===== config.mk =====
export PLATFORM = sky130hd
export DESIGN_NAME = wpd_detector
export DESIGN_NICKNAME = d
export VERILOG_FILES = /design/src/design/wpd_pkg.sv /design/src/design/wpd_detector.sv /design/src/design/wpd_sync3.sv
export SDC_FILE = /design/constraint.sdc
export NUM_CORES = 1
export LEC_CHECK = 0
export BUFFER_PORTS_ARGS = -buffer_cell sky130_fd_sc_hd__buf_4
export CORE_MARGIN = 10
export CORE_UTILIZATION = 39
export DETAILED_ROUTE_END_ITERATION = 6
export PLACE_DENSITY = 0.74
export SLEW_MARGIN = 0
export SYNTH_ARGS = -nofsm -noshare
export SYNTH_HDL_FRONTEND = slang
export SYNTH_SLANG_ARGS = --single-unit
export TNS_END_PERCENT = 100

===== constraint.sdc =====
create_clock -name CORE_CLK_I -period 5.1 [get_ports CORE_CLK_I]
set_input_delay 0 -clock CORE_CLK_I [delete_from_list [all_inputs] [get_ports CORE_CLK_I]]
set_output_delay 0 -clock CORE_CLK_I [all_outputs]
set_load 0.005 [all_outputs]

===== src/design/wpd_pkg.sv =====
package wpd_pkg;

	localparam int WPD_ADDR_BYTES = 6;
	localparam int WPD_SYNC_BYTES = 6;
	localparam int WPD_REPEATS = 16;
	localparam logic [7:0] WPD_SYNC_VALUE = 8'hFF;
	localparam int WPD_ENABLE_BIT = 7;
	localparam logic [7:0] WPD_CTRL_RESET = 8'h00;
	localparam logic [2:0] WPD_SYNC_CNT_RESET = 3'h0;
	localparam logic [2:0] WPD_BYTE_IDX_RESET = 3'h0;
	localparam logic [4:0] WPD_REP_CNT_RESET = 5'h00;

	typedef enum logic [1:0] {
		WPD_SYNC = 2'b00,
		WPD_ADDR = 2'b01,
		WPD_FOUND = 2'b10
	} wpd_state_t;

endpackage : wpd_pkg


===== src/design/wpd_detector.sv =====
`timescale 1ns/1ps
// Function
// RULE_01: Scan only while control bit 7 set.
// RULE_02: Examine only own, multicast, broadcast frames.
// RULE_03: Require well-formed frame with good CRC.
// RULE_04: Station address repeated sixteen times, contiguous.
// RULE_05: Repetitions directly follow six FFh bytes.
// RULE_06: Pattern may start at any byte.
// RULE_07: Broadcast frames count when address matches.
// RULE_08: No other content condition applies.
// RULE_09: Missing pattern leaves alert untouched.
// RULE_10: Detection asserts the power wake alert.
// RULE_11: A breaking byte may restart a sync run.
module wpd_detector
	import wpd_pkg::*;
(
	input wire logic CORE_CLK_I,
	input wire logic RESETN_I,
	input wire logic [7:0] WAKEUP_FRAME_CONTROL_REG_I,
	input wire logic [47:0] STATION_ADDR_I,
	input wire logic FRAME_START_I,
	input wire logic BYTE_VALID_I,
	input wire logic [7:0] BYTE_DATA_I,
	input wire logic FRAME_END_I,
	input wire logic CRC_OK_I,
	input wire logic FRAME_WELL_FORMED_I,
	input wire logic ALERT_CLEAR_I,
	output logic POWER_WAKE_ALERT_N_O,
	output logic WAKE_PATTERN_FRAME_O
);

	wpd_state_t state;
	wpd_state_t next_state;
	logic [2:0] sync_cnt;
	logic [2:0] next_sync_cnt;
	logic [2:0] byte_idx;
	logic [2:0] next_byte_idx;
	logic [4:0] rep_cnt;
	logic [4:0] next_rep_cnt;
	logic [2:0] da_idx;
	logic da_own;
	logic da_bcast;
	logic da_mcast;
	logic in_frame;
	logic alert_n;
	logic pattern_frame;
	logic clear_sync;

	// The clear request comes from the power-management domain, so it is
	// synchronised; the frame path is on our own clock and is used directly.
	wpd_sync3 u_clear_sync (
		.clk_i(CORE_CLK_I),
		.resetn_i(RESETN_I),
		.d_i(ALERT_CLEAR_I),
		.init_i(1'b0),
		.q_o(clear_sync)
	);

	wire scan_en = WAKEUP_FRAME_CONTROL_REG_I[WPD_ENABLE_BIT]; // [RULE_01]
	wire [2:0] addr_sel = 3'(WPD_ADDR_BYTES - 1) - byte_idx;
	wire [7:0] addr_byte = STATION_ADDR_I[{addr_sel, 3'b000} +: 8];
	wire [2:0] da_sel = 3'(WPD_ADDR_BYTES - 1) - da_idx;
	wire [7:0] da_own_byte = STATION_ADDR_I[{da_sel, 3'b000} +: 8];
	wire is_sync = BYTE_DATA_I == WPD_SYNC_VALUE;
	wire in_da = in_frame && (da_idx < 3'(WPD_ADDR_BYTES));
	wire addr_match = BYTE_DATA_I == addr_byte;
	wire last_addr_byte = byte_idx == 3'(WPD_ADDR_BYTES - 1);
	wire last_rep = rep_cnt == 5'(WPD_REPEATS - 1);
	wire scan_byte = scan_en && BYTE_VALID_I && in_frame && !FRAME_START_I;
	// A runt that never finished its destination field cannot qualify. [RULE_03]
	wire da_done = da_idx == 3'(WPD_ADDR_BYTES);
	// Own, multicast (group bit) or broadcast destination. [RULE_02] [RULE_07]
	wire dest_ok = da_done && (da_own || da_mcast || da_bcast);
	// Only sync, address match, well-formedness, CRC and destination are checked. [RULE_08]
	wire frame_good = FRAME_END_I && CRC_OK_I && FRAME_WELL_FORMED_I; // [RULE_03]
	wire hit = frame_good && dest_ok && (state == WPD_FOUND) && scan_en;

	// The pattern is hunted at every byte after the frame start. [RULE_06]
	always_comb
	begin
		next_state = state;
		next_sync_cnt = sync_cnt;
		next_byte_idx = byte_idx;
		next_rep_cnt = rep_cnt;
		if (FRAME_START_I || !scan_en)
		begin
			next_state = WPD_SYNC;
			next_sync_cnt = WPD_SYNC_CNT_RESET;
			next_byte_idx = WPD_BYTE_IDX_RESET;
			next_rep_cnt = WPD_REP_CNT_RESET;
		end
		else if (scan_byte)
		begin
			case (state)
				WPD_SYNC:
				begin
					// Six or more FFh bytes arm the address match. [RULE_05]
					if (is_sync && sync_cnt == 3'(WPD_SYNC_BYTES - 1))
						next_state = WPD_ADDR;
					else if (is_sync)
						next_sync_cnt = sync_cnt + 3'h1;
					else
						next_sync_cnt = WPD_SYNC_CNT_RESET;
				end
				WPD_ADDR:
				begin
					if (addr_match) // [RULE_04]
					begin
						if (last_addr_byte)
						begin
							next_byte_idx = WPD_BYTE_IDX_RESET;
							next_rep_cnt = rep_cnt + 5'h01;
							if (last_rep)
								next_state = WPD_FOUND;
						end
						else
							next_byte_idx = byte_idx + 3'h1;
					end
					else if (is_sync && byte_idx == WPD_BYTE_IDX_RESET
						&& rep_cnt == WPD_REP_CNT_RESET)
					begin
						// A seventh FFh just extends the sync run.
						next_state = WPD_ADDR;
					end
					else
					begin
						// The breaking byte may itself open a new sync run. [RULE_11]
						next_state = WPD_SYNC;
						next_byte_idx = WPD_BYTE_IDX_RESET;
						next_rep_cnt = WPD_REP_CNT_RESET;
						next_sync_cnt = is_sync ? 3'h1 : WPD_SYNC_CNT_RESET;
					end
				end
				WPD_FOUND:
				begin
					// The rest of the frame is ignored; only its CRC and well-formedness still decide.
					next_state = WPD_FOUND;
				end
				default:
					next_state = WPD_SYNC;
			endcase
		end
	end

	always_ff @(posedge CORE_CLK_I or negedge RESETN_I)
	begin
		if (!RESETN_I)
		begin
			state <= WPD_SYNC;
			sync_cnt <= WPD_SYNC_CNT_RESET;
			byte_idx <= WPD_BYTE_IDX_RESET;
			rep_cnt <= WPD_REP_CNT_RESET;
		end
		else
		begin
			state <= next_state;
			sync_cnt <= next_sync_cnt;
			byte_idx <= next_byte_idx;
			rep_cnt <= next_rep_cnt;
		end
	end

	// Destination check runs over the first six bytes of each frame.
	// The verdict is frozen after that, so later pattern bytes cannot alter it.
	always_ff @(posedge CORE_CLK_I or negedge RESETN_I)
	begin
		if (!RESETN_I)
		begin
			in_frame <= 1'b0;
			da_idx <= WPD_BYTE_IDX_RESET;
			da_own <= 1'b0;
			da_bcast <= 1'b0;
			da_mcast <= 1'b0;
		end
		else if (FRAME_START_I)
		begin
			in_frame <= 1'b1;
			da_idx <= WPD_BYTE_IDX_RESET;
			da_own <= 1'b1;
			da_bcast <= 1'b1;
			da_mcast <= 1'b0;
		end
		else if (FRAME_END_I)
			in_frame <= 1'b0;
		else if (BYTE_VALID_I && in_da)
		begin
			da_idx <= da_idx + 3'h1;
			da_own <= da_own && (BYTE_DATA_I == da_own_byte);
			da_bcast <= da_bcast && is_sync;
			if (da_idx == WPD_BYTE_IDX_RESET)
				da_mcast <= BYTE_DATA_I[0];
		end
	end

	// The pulse marks every wake frame, even while the alert is already low.
	always_ff @(posedge CORE_CLK_I or negedge RESETN_I)
	begin
		if (!RESETN_I)
			pattern_frame <= 1'b0;
		else
			pattern_frame <= hit; // [RULE_10]
	end

	// The alert holds until power management clears it; a detection in the
	// clearing cycle wins that cycle, but a clear still active the next cycle clears it again.
	always_ff @(posedge CORE_CLK_I or negedge RESETN_I)
	begin
		if (!RESETN_I)
		begin
			alert_n <= 1'b1;
		end
		else
		begin
			if (hit)
				alert_n <= 1'b0; // [RULE_10]
			else if (clear_sync)
				alert_n <= 1'b1;
			// A frame ending without the pattern leaves the alert alone. [RULE_09]
		end
	end

	assign POWER_WAKE_ALERT_N_O = alert_n;
	assign WAKE_PATTERN_FRAME_O = pattern_frame;

endmodule : wpd_detector


===== src/design/wpd_sync3.sv =====
`timescale 1ns/1ps
// Three-stage synchroniser; a change is taken once stages two and three agree.
module wpd_sync3
	import wpd_pkg::*;
(
	input wire logic clk_i,
	input wire logic resetn_i,
	input wire logic d_i,
	input wire logic init_i,
	output logic q_o
);

	logic s1;
	logic s2;
	logic s3;
	logic q;

	always_ff @(posedge clk_i or negedge resetn_i)
	begin
		if (!resetn_i)
		begin
			s1 <= 1'b0;
			s2 <= 1'b0;
			s3 <= 1'b0;
			q <= 1'b0;
		end
		else
		begin
			s1 <= d_i ^ init_i;
			s2 <= s1;
			s3 <= s2;
			if (s2 == s3)
				q <= s3;
		end
	end

	assign q_o = q ^ init_i;

endmodule : wpd_sync3


# Word-level counts from Yosys, hierarchy flattened
# Index checks and enable logic that the tools add are counted.
[totals]
wordCells = 126
mem_bits_ro = 0
mem_count = 0
ff_bits = 26
in_bits = 72
latchBits = 0
out_inout_bits = 2
ram_bits = 0
[classes]
muxes = 45
addsub = 6
n_reduce_logical = 38
div = 0
mul = 0
n_eq_ne = 19
n_lt_le_gt_ge = 1
bitwise_logic = 0
n_shift = 2
[ops]
columns = ["operator", "n"]
rows = [
  ["$shiftx A48 B7 Y8", 2],
  ["$mux W3", 15],
  ["$mux W5", 6],
  ["$eq A8 B8 Y1", 2],
  ["$logic_and A1 B1 Y1", 16],
  ["$mux W1", 16],
  ["$ne A3 B3 Y1 const B", 5],
  ["$mux W2", 6],
  ["$reduce_bool A2 Y1", 6],
  ["$add A3 B1 Y3 const B", 3],
  ["$eq A3 B3 Y1 const B", 3],
  ["$eq A8 B8 Y1 const B", 1],
  ["$ne A4 B4 Y1 const B", 2],
  ["$reduce_and A4 Y1", 2],
  ["$logic_not A3 Y1", 2],
  ["$pmux W2 S3", 1],
  ["$pmux W3 S2", 1],
  ["$reduce_and A3 Y1", 2],
  ["$sub A3 B3 Y3 const A", 2],
  ["$add A5 B1 Y5 const B", 1],
  ["$eq A5 B4 Y1 const B", 1],
  ["$logic_not A5 Y1", 1],
  ["$reduce_and A5 Y1", 1],
  ["$logic_or A1 B1 Y1", 3],
  ["10 further kinds", 11],
]

# Longest topological paths before layout
# Gate-level depths: netlist (run 1).
[logic_depth]
depth_word = 8
ltp_mapped = 12
mapped_depth_nobuf = 9

# Hierarchy
# Synthesis (run 1) repeated with hierarchy kept, for this count alone.
[hier_totals]
hier_cells = 287
area_unflattened_um2 = 2647.5
[modules_own_cells]
columns = ["module", "area_per_inst_um2", "cells_each", "seq_area_each_um2", "instances"]
rows = [
  ["wpd_detector", 2518.7, 280, 551.8, 1],
  ["wpd_sync3", 128.9, 7, 100.1, 1],
]

# Worst setup path after synthesis (run 1)
# OpenSTA, ideal clock, no wires.
[synth_path]
kind = "flip-flop to flip-flop"
start = "register byte_idx[1]"
end = "register byte_idx[1]"
setup_time_ns = 0.079
setup_slack_ns = 2.495
path_stages_with_launch = 12
n_path_buf = 3
synth_period_minus_slack_ns = 2.605
arrival_time_ns = 2.525
required_time_ns = 5.021
path_cell_list = "dfrtp_1 -> buf_2 -> buf_2 -> inv_1 -> ha_1 -> or2_1 -> clkbuf_1 -> o22ai_1 -> o22ai_2 -> nor4_4 -> o31a_4 -> mux2i_1"
[synth_between]
elab_chain_len = 7
word_cells_on_any_way = 15
classes_between = "add/sub (2); eq/ne (3); shift (1); mux (5); reduce/logical (4)"
[synth_lines]
columns = ["element", "line_no", "source"]
rows = [
  ["start: declaration", "wpd_detector.sv:36", "logic [2:0] byte_idx;"],
  ["start signal: assignment", "wpd_detector.sv:158", "byte_idx <= next_byte_idx;"],
  ["$sub A3 B3 Y3", "wpd_detector.sv:60", "wire [2:0] addr_sel = 3'(WPD_ADDR_BYTES - 1) - byte_idx;"],
  ["$shiftx A48 B7 Y8", "wpd_detector.sv:61", "wire [7:0] addr_byte = STATION_ADDR_I[{addr_sel, 3'b000} +: 8];"],
  ["$eq A8 B8 Y1", "wpd_detector.sv:66", "wire addr_match = BYTE_DATA_I == addr_byte;"],
  ["$mux W3", "wpd_detector.sv:107", "if (addr_match)"],
  ["$mux W3", "wpd_detector.sv:94", "case (state)"],
  ["$mux W3", "wpd_detector.sv:92", "else if (scan_byte)"],
  ["$mux W3", "wpd_detector.sv:85", "if (FRAME_START_I || !scan_en)"],
]
# Parallel ways exist; a longest one is shown, timed or not. The select of a mux whose other input is x is not followed.
# A chain may end at the register's enable or synchronous reset.

# Worst setup path in the final report (run 1)
# Same ends and word-level chain as after synthesis.

==> results of run 1 <==
[flip-flops by register name, summed over array words and instances, names as in the netlist]
name / cells
u_clear_sync.s3: 1
sync_cnt: 3
da_idx: 3
da_own: 1
u_clear_sync.s2: 1
u_clear_sync.q: 1
byte_idx: 3
da_mcast: 1
WAKE_PATTERN_FRAME_O: 1
state: 2
in_frame: 1
rep_cnt: 5
POWER_WAKE_ALERT_N_O: 1
da_bcast: 1
u_clear_sync.s1: 1
[cell families after synthesis]
logic type,count (synthesis)
and+or+nand+nor,90
AOI/OAI and AO/OA,60
muxes,45
buffers and inverters,35
xor gates and xnor gates,26
DFF,26
adders and majority gates,12
[metrics by stage]
step	area, µm²	instances	util, %	hold WS [ns]	power, mW
6_report	3230	420	50.0	0.0187	0.547
5_1_grt	3230	420	50.0	0.0276	0.572
3_3_place_gp	3130	413	48.4	-0.0712	0.370
3_5_place_dp	3130	413	48.4	-0.0650	0.375
4_1_cts	3230	420	50.0	0.0147	0.550
2_1_floorplan	2650	294	-	-0.296	0.312
[layout by cell type, fill, tap and decap left out, types with 4 or more instances in the layout]
cell      netlist  final
inv_1          10     10
o22ai_2         4      4
o22ai_1         8      8
nor2_1         17     17
a21oi_1         6      6
o21ai_1         5      5
dfrtp_1        25     25
nor3_1          8      8
o211ai_1        5      5
nand2b_1        4      4
or3_1           9      9
o21ai_0        14     14
xor2_1          9      9
nand2_1        15     15
nand4_1        10     10
mux4_2          8      8
xnor2_1        17     17
mux2_2          8      8
a21o_1          4      4
buf_4           1     67
and3_1         10     10
a22oi_1         8      8
mux2i_1        29     29
ha_1           11     11
nand3_1         6      6
[layout make-up]
class                   count  area [µm²]
fillers                   614        3230
multi-input cells         233        1840
flip-flops and latches     26         652
repair buffers             70         533
well taps                  77        96.3
clock buffers               3        41.3
inverters                  10        37.5
clock inverters             1        30.0
[worst max-delay path: stages (launching register included)]
cell,delay [ns]
dfrtp_1,0.34
buf_4,0.36
inv_1,0.15
ha_1,0.41
or2_1,0.37
o22ai_1,0.26
o22ai_2,0.13
nor4_4,0.80
o31a_4,0.31
mux2i_1,0.18
[metal layers]
layer | vias to the layer above | track usage (%) | part of all wire [%]
li1 | 1175 | - | -
met1 | 1141 | 16.8 | 42
met2 | 86 | 24.7 | 49
met3 | 7 | 3.58 | 7.5
met4 | 0 | 4.12 | 1.1
met5 | - | 0 | 0
[what timing repair did]
item	in CTS	in global routing
hold buffers	3	0
endpoints found under the hold margin	34	0
gates resized for setup	0	0
[power by group through the flow]
stage,logic (mW),registers (mW),clock network [mW]
2_1_floorplan,0.0948,0.217,0
3_3_place_gp,0.145,0.225,0
3_5_place_dp,0.149,0.226,0
4_1_cts,0.152,0.222,0.176
5_1_grt,0.166,0.223,0.184
6_report,0.151,0.221,0.174
[worst max path at each step]
stage           startpoint  slack [ns]  cells past startpoint           to
2_1_floorplan  byte_idx[1]        2.50                     11  byte_idx[1]
3_3_place_gp   byte_idx[1]        1.77                      9  byte_idx[1]
3_5_place_dp   byte_idx[1]        1.73                      9  byte_idx[1]
4_1_cts        byte_idx[1]        1.68                      9  byte_idx[1]
5_1_grt        byte_idx[1]        1.44                      9  byte_idx[1]
6_report       byte_idx[1]        1.71                      9  byte_idx[1]
==> results.md, run 1 <==
- Final Max Tran Viols: 0
- Area of the core: 0.00646 mm²
- FF+latch count, synth: 26
- CTS Buf Count: 3
- Worst R2R End: byte_idx[1]
- Cell count after synthesis: 294
- Via total after detailed routing: 2409
- WL/cell: 17.4 µm
- Least-Margin Pin Slew: 1.11 ns
- Top-area cell type share of the netlist area: 23.6%
- H-tree depth: 1
- Hold Path Cell Cnt: 3
- Setup Skew: 0.00290 ns
- Post-synthesis mux area share: 21.2%
- Leakage Power: 1.33 nW
- Clock Pin Slew Worst Setup and Hold Paths: 0.09 ns
- HP Class: in2reg
- Max Buffers Root-to-Sink: 2
- Mapped Nets: 377
- Hold Violations, Final: 0
- Post-synth top cells: 29 x mux2i_1, 25 x dfrtp_1, 17 x nor2_1, 17 x xnor2_1, 16 x clkbuf_1
- Die width: 102 µm
- CTS tree: built
- Internal power: 0.401 mW
- First-pass GRT wire length: 12300 µm
- Fmax achieved: 0.295 GHz
- Period utilisation layout: 66.5%
- Port-buffer cells: 66
- Reg2reg start: byte_idx[1]
- Top_reg_cell synth: dfrtp_1
- Fin crit period: 3.39 ns
- Fraction of registers with async set/reset: 100%
- Initial antenna violation count: 0
- RSZ-0062 raised after global routing: false
- Vias per inst: 5.74
- Nets: 427
- Sequential area share after synthesis: 24.6%
- Std-Cell Rows: 29
- Synthesis-to-finish area growth: 21.8%
- Initial Util: 41.0%
- Clock Sinks: 26
- Status: finished, final reports clean
- Vias in the first global route: 2674
- Post-synthesis simple-gate area fraction: 18.5%
- Clock network power share: 31.9%
- Worst setup slack after placement: 1.73 ns
- Reg2reg path depth: 9
- ANT cells: 0
- Synth area leaders: dfrtp_1 24%, mux2i_1 11%, mux4_2 6.8%
- Num ports: 74
- Postcts setup bufs: 0
- Combinational share of power: 27.7%
- GRT Total Usage: 14.2%
- Final setup viols: 0
- Die Ht: 102 µm
- Crit path max fanout: 34
- Synth Area in Compound Gates: 15.5%
- Avg Inst Size Synth: 9.01 µm²
- Synth Area in Adders: 5.57%
- Critical Path RT: 5.31 ns
- CP arrival: 3.60 ns
- Reg-to-reg slack, setup: 1.71 ns
- Count leader, synth: mux2i_1
- Final worst setup slack: 1.71 ns
- Post-route setup TNS: 0 ns
- Clock latency on the worst-skew pair: 0.27 ns
- DRC violations left: 0
- Switching Share: 26.6%
- Post-synth EDFFs: 0
- Max IR drop VDD: 0.0853 mV
- Max-cap violations: 0
- Dominant cell type by area after synthesis: dfrtp_1
- Synth unique cells: 45
- Antenna-violating nets left: 0
- Sequential share of power: 40.5%
- Share of cells above drive strength 1: 27.4%
- Min-delay src: FRAME_END_I
- Post-DP HPWL: 5770 µm
- Gr ovfl total: 0
- Routed wire length: 7320 µm
- Endpoint class of the critical path: flip-flop
- Post-Synth XOR/XNOR Area: 8.59%
- Main combinational cell family by area after synthesis: multiplexers
- Largest net degree at the start of global routing: 35
- Crit start category: flip-flop
- Synth Warn #: 0
- Critical path class: reg2reg
- Drt pass-1 iters: 5
- Rel. slew slack: 25.7%
- Hold Path End: in_frame
- Cell Pwr Density: 169 mW/mm²
- Mapped cell area: 0.00265 mm²
- Root Buffer: clkbuf_8
- P_sw: 0.145 mW
- Routability cong.: 0.846
- Die area: 0.0105 mm²
- DR iter-0 viols: 135
Power figures use the tool's default switching activity.
==> run 2: changes to the inputs <==
--- a/config.mk
+++ b/config.mk
@@ -9,7 +9,7 @@
 export CORE_MARGIN = 10
 export CORE_UTILIZATION = 39
 export DETAILED_ROUTE_END_ITERATION = 6
-export PLACE_DENSITY = 0.74
+export PLACE_DENSITY = 0.76
 export SLEW_MARGIN = 0
 export SYNTH_ARGS = -nofsm -noshare
 export SYNTH_HDL_FRONTEND = slang
==> constraint.sdc (replaced) <==
create_clock -name CORE_CLK_I -period 3 [get_ports CORE_CLK_I]
set_input_delay 0 -clock CORE_CLK_I [delete_from_list [all_inputs] [get_ports CORE_CLK_I]]
set_output_delay 0 -clock CORE_CLK_I [all_outputs]
set_load 0.005 [all_outputs]
==> results.md, run 2 (synthesized netlist as in run 1, its figures left out) <==
- Slowest cell on crit path: nor4_4
- Crit path max fanout: 9 (-74%)
- Crit start category: flip-flop
- GRT Total Usage: 14.0% (-0.15 points)
- CTS tree: built
- Max IR drop VDD: 0.119 mV (+39%)
- Largest register FFs: 5 (unchanged)
- Fmax achieved: 0.375 GHz (+27%)
- H-tree depth: 1 (unchanged)
- Num ports: 74 (unchanged)
- Fin crit period: 2.67 ns (-0.724 ns)
- Vias per inst: 5.74 (about the same)
- Cells along the critical path: ha_1 -> or2_1 -> o22ai_1 -> o22ai_2 -> nor4_4 -> buf_4 -> nand4_1 -> mux2i_1
- Port-buffer cells: 66 (unchanged)
- Clock Pin Slew Worst Setup and Hold Paths: 0.09 ns (about the same)
- Clock latency on the worst-skew pair: 0.28 ns (about the same)
- Synthesis-to-finish area growth: 23.2%
- Drt pass-1 iters: 4 (-1)
- Die Ht: 102 µm (unchanged)
- Register area: 652 µm² (unchanged)
- Die width: 102 µm (unchanged)
- Final setup viols: 0 (unchanged)
- Max Buffers Root-to-Sink: 2 (unchanged)
- Via total after detailed routing: 2440 (+1.3%)
- Max-cap violations: 0 (unchanged)
- Least-Margin Pin Slew: 0.743 ns (-0.370 ns)
- Cell Pwr Density: 285 mW/mm² (+68%)
- Post-DP HPWL: 5780 µm (+0.25%)
- Initial Util: 41.0% (unchanged)
- Most frequent cells in the layout: 72 x buf_4, 29 x mux2i_1, 25 x dfrtp_1
- Leakage Power: 1.35 nW (+1.9%)
- Post-route setup TNS: 0 ns (unchanged)
- Die area: 0.0105 mm² (unchanged)
- ANT cells: 0 (unchanged)
- Largest net degree at the start of global routing: 34 (-2.9%)
- Reg with most FFs: rep_cnt
- Reg-to-reg slack, setup: 0.33 ns (-1.38 ns)
- Area of the core: 0.00646 mm² (unchanged)
- Routed wire length: 7250 µm (-0.96%)
- Routability cong.: 0.863 (+1.9%)
- Placed cell area: 0.00316 mm² (+1.2%)
- Initial antenna violation count: 0 (unchanged)
- DR iter-0 viols: 103 (-24%)
- Hold Violations, Final: 0 (unchanged)
- Antenna-violating nets left: 0 (unchanged)
- Period utilisation layout: 89.0% (+22 points)
- Share of cells above drive strength 1: 28.4% (+1.0 points)
- HP Class: in2reg
- CP arrival: 2.87 ns (-0.73 ns)
- Critical Path RT: 3.20 ns (-2.11 ns)
- Delay-heaviest family, CP: simple AND/OR/NAND/NOR gates
- Root Buffer: clkbuf_8
- Status: finished, final reports clean
- WL/cell: 17.1 µm (-2.1%)
- Clock Sinks: 26 (unchanged)
- Vias in the first global route: 2641 (-1.2%)
- CTS Buf Count: 3 (unchanged)
- First-pass GRT wire length: 12300 µm (-0.28%)
- Finished layout cell area: 0.00326 mm² (+1.2%)
- DRC violations left: 0 (unchanged)
- Area of the multi-input gates: 0.00184 mm² (unchanged)
- RSZ-0062 raised after global routing: false
- # fillers: 622 (+1.3%)
- Setup Skew: 0.00475 ns (+0.00185 ns)
- Nets: 432 (+1.2%)
- Critical path class: reg2reg
- Final Max Tran Viols: 0 (unchanged)
- Rel. slew slack: 50.1% (+24 points)
- CP peak stage delay: 0.53 ns (-0.27 ns)
- Commonest non-fill, non-tap cell in the layout: buf_4
- Buffers & Inverters on Critical Path: 1 (-1)
- Endpoint class of the critical path: flip-flop
- Gr ovfl total: 0 (unchanged)
- Std-Cell Rows: 29 (unchanged)
[run 2: cell count changes in the layout (fill, tap and decap cells not counted)]
cell | before | now
buf_4 | 67 | 72
[run 2: through the flow]
| step | power (mW) | util (%) | setup slack [ns] | cells | hold WS, ns |
|---|---|---|---|---|---|
| 5_1_grt | 0.973 | 50.5 | 0.102 | 425 | 0.0219 |
| 2_1_floorplan | 0.531 | - | 0.395 | 294 | -0.296 |
| 3_3_place_gp | 0.633 | 49.0 | 0.455 | 418 | -0.0752 |
| 6_report | 0.930 | 50.5 | 0.330 | 425 | 0.0153 |
| 4_1_cts | 0.939 | 50.5 | 0.352 | 425 | 0.00945 |
| 3_5_place_dp | 0.639 | 49.0 | 0.402 | 418 | -0.0701 |
[run 2: final cells by class]
cell class / count / area share (%)
clock buffers: 3 / 1.26
clock inverters: 1 / 0.920
inverters: 10 / 1.15
multi-input cells: 233 / 56.3
flip-flops and latches: 26 / 20.0
well taps: 77 / 2.95
repair buffers: 75 / 17.5
[run 2: path summary, 6_finish.rpt]
| path | startpoint | to | depth (start not counted) |
|---|---|---|---|
| worst min register to register | u_clear_sync.s1 | u_clear_sync.s2 | 0 |
| worst max-delay path | byte_idx[2] | byte_idx[1] | 8 |
| min in group asynchronous | RESETN_I | sync_cnt[2] | 2 |
| worst min-delay path | FRAME_END_I | in_frame | 3 |
| max in group asynchronous | RESETN_I | POWER_WAKE_ALERT_N_O | 2 |
| worst max register to register | byte_idx[2] | byte_idx[1] | 8 |
[run 2: report_power, final]
part / switching (mW) / internal [mW]
sequential: 0.00686 / 0.359
combinational: 0.123 / 0.147
clock: 0.116 / 0.179
[run 2: worst register-to-register path, stage by stage, from the launching register on]
cell and delay [ns]:
dfrtp_1 0.44, ha_1 0.38, or2_1 0.35, o22ai_1 0.27, o22ai_2 0.12, nor4_4 0.53, buf_4 0.27, nand4_1 0.10
mux2i_1 0.14
[run 2: layer usage]
metal	vias to the layer above	track usage, %	part of all wire [%]
met1	1151	17.1	43
met4	0	5.21	1.9
met3	11	3.78	7.4
met2	91	23.1	47
met5	-	0	0
li1	1187	-	-
[run 2: repair_timing]
item	4_1_cts	5_1_grt
gates resized for setup	0	0
buffers inserted	0	0
hold endpoints to repair	34	0
hold buffers	3	0
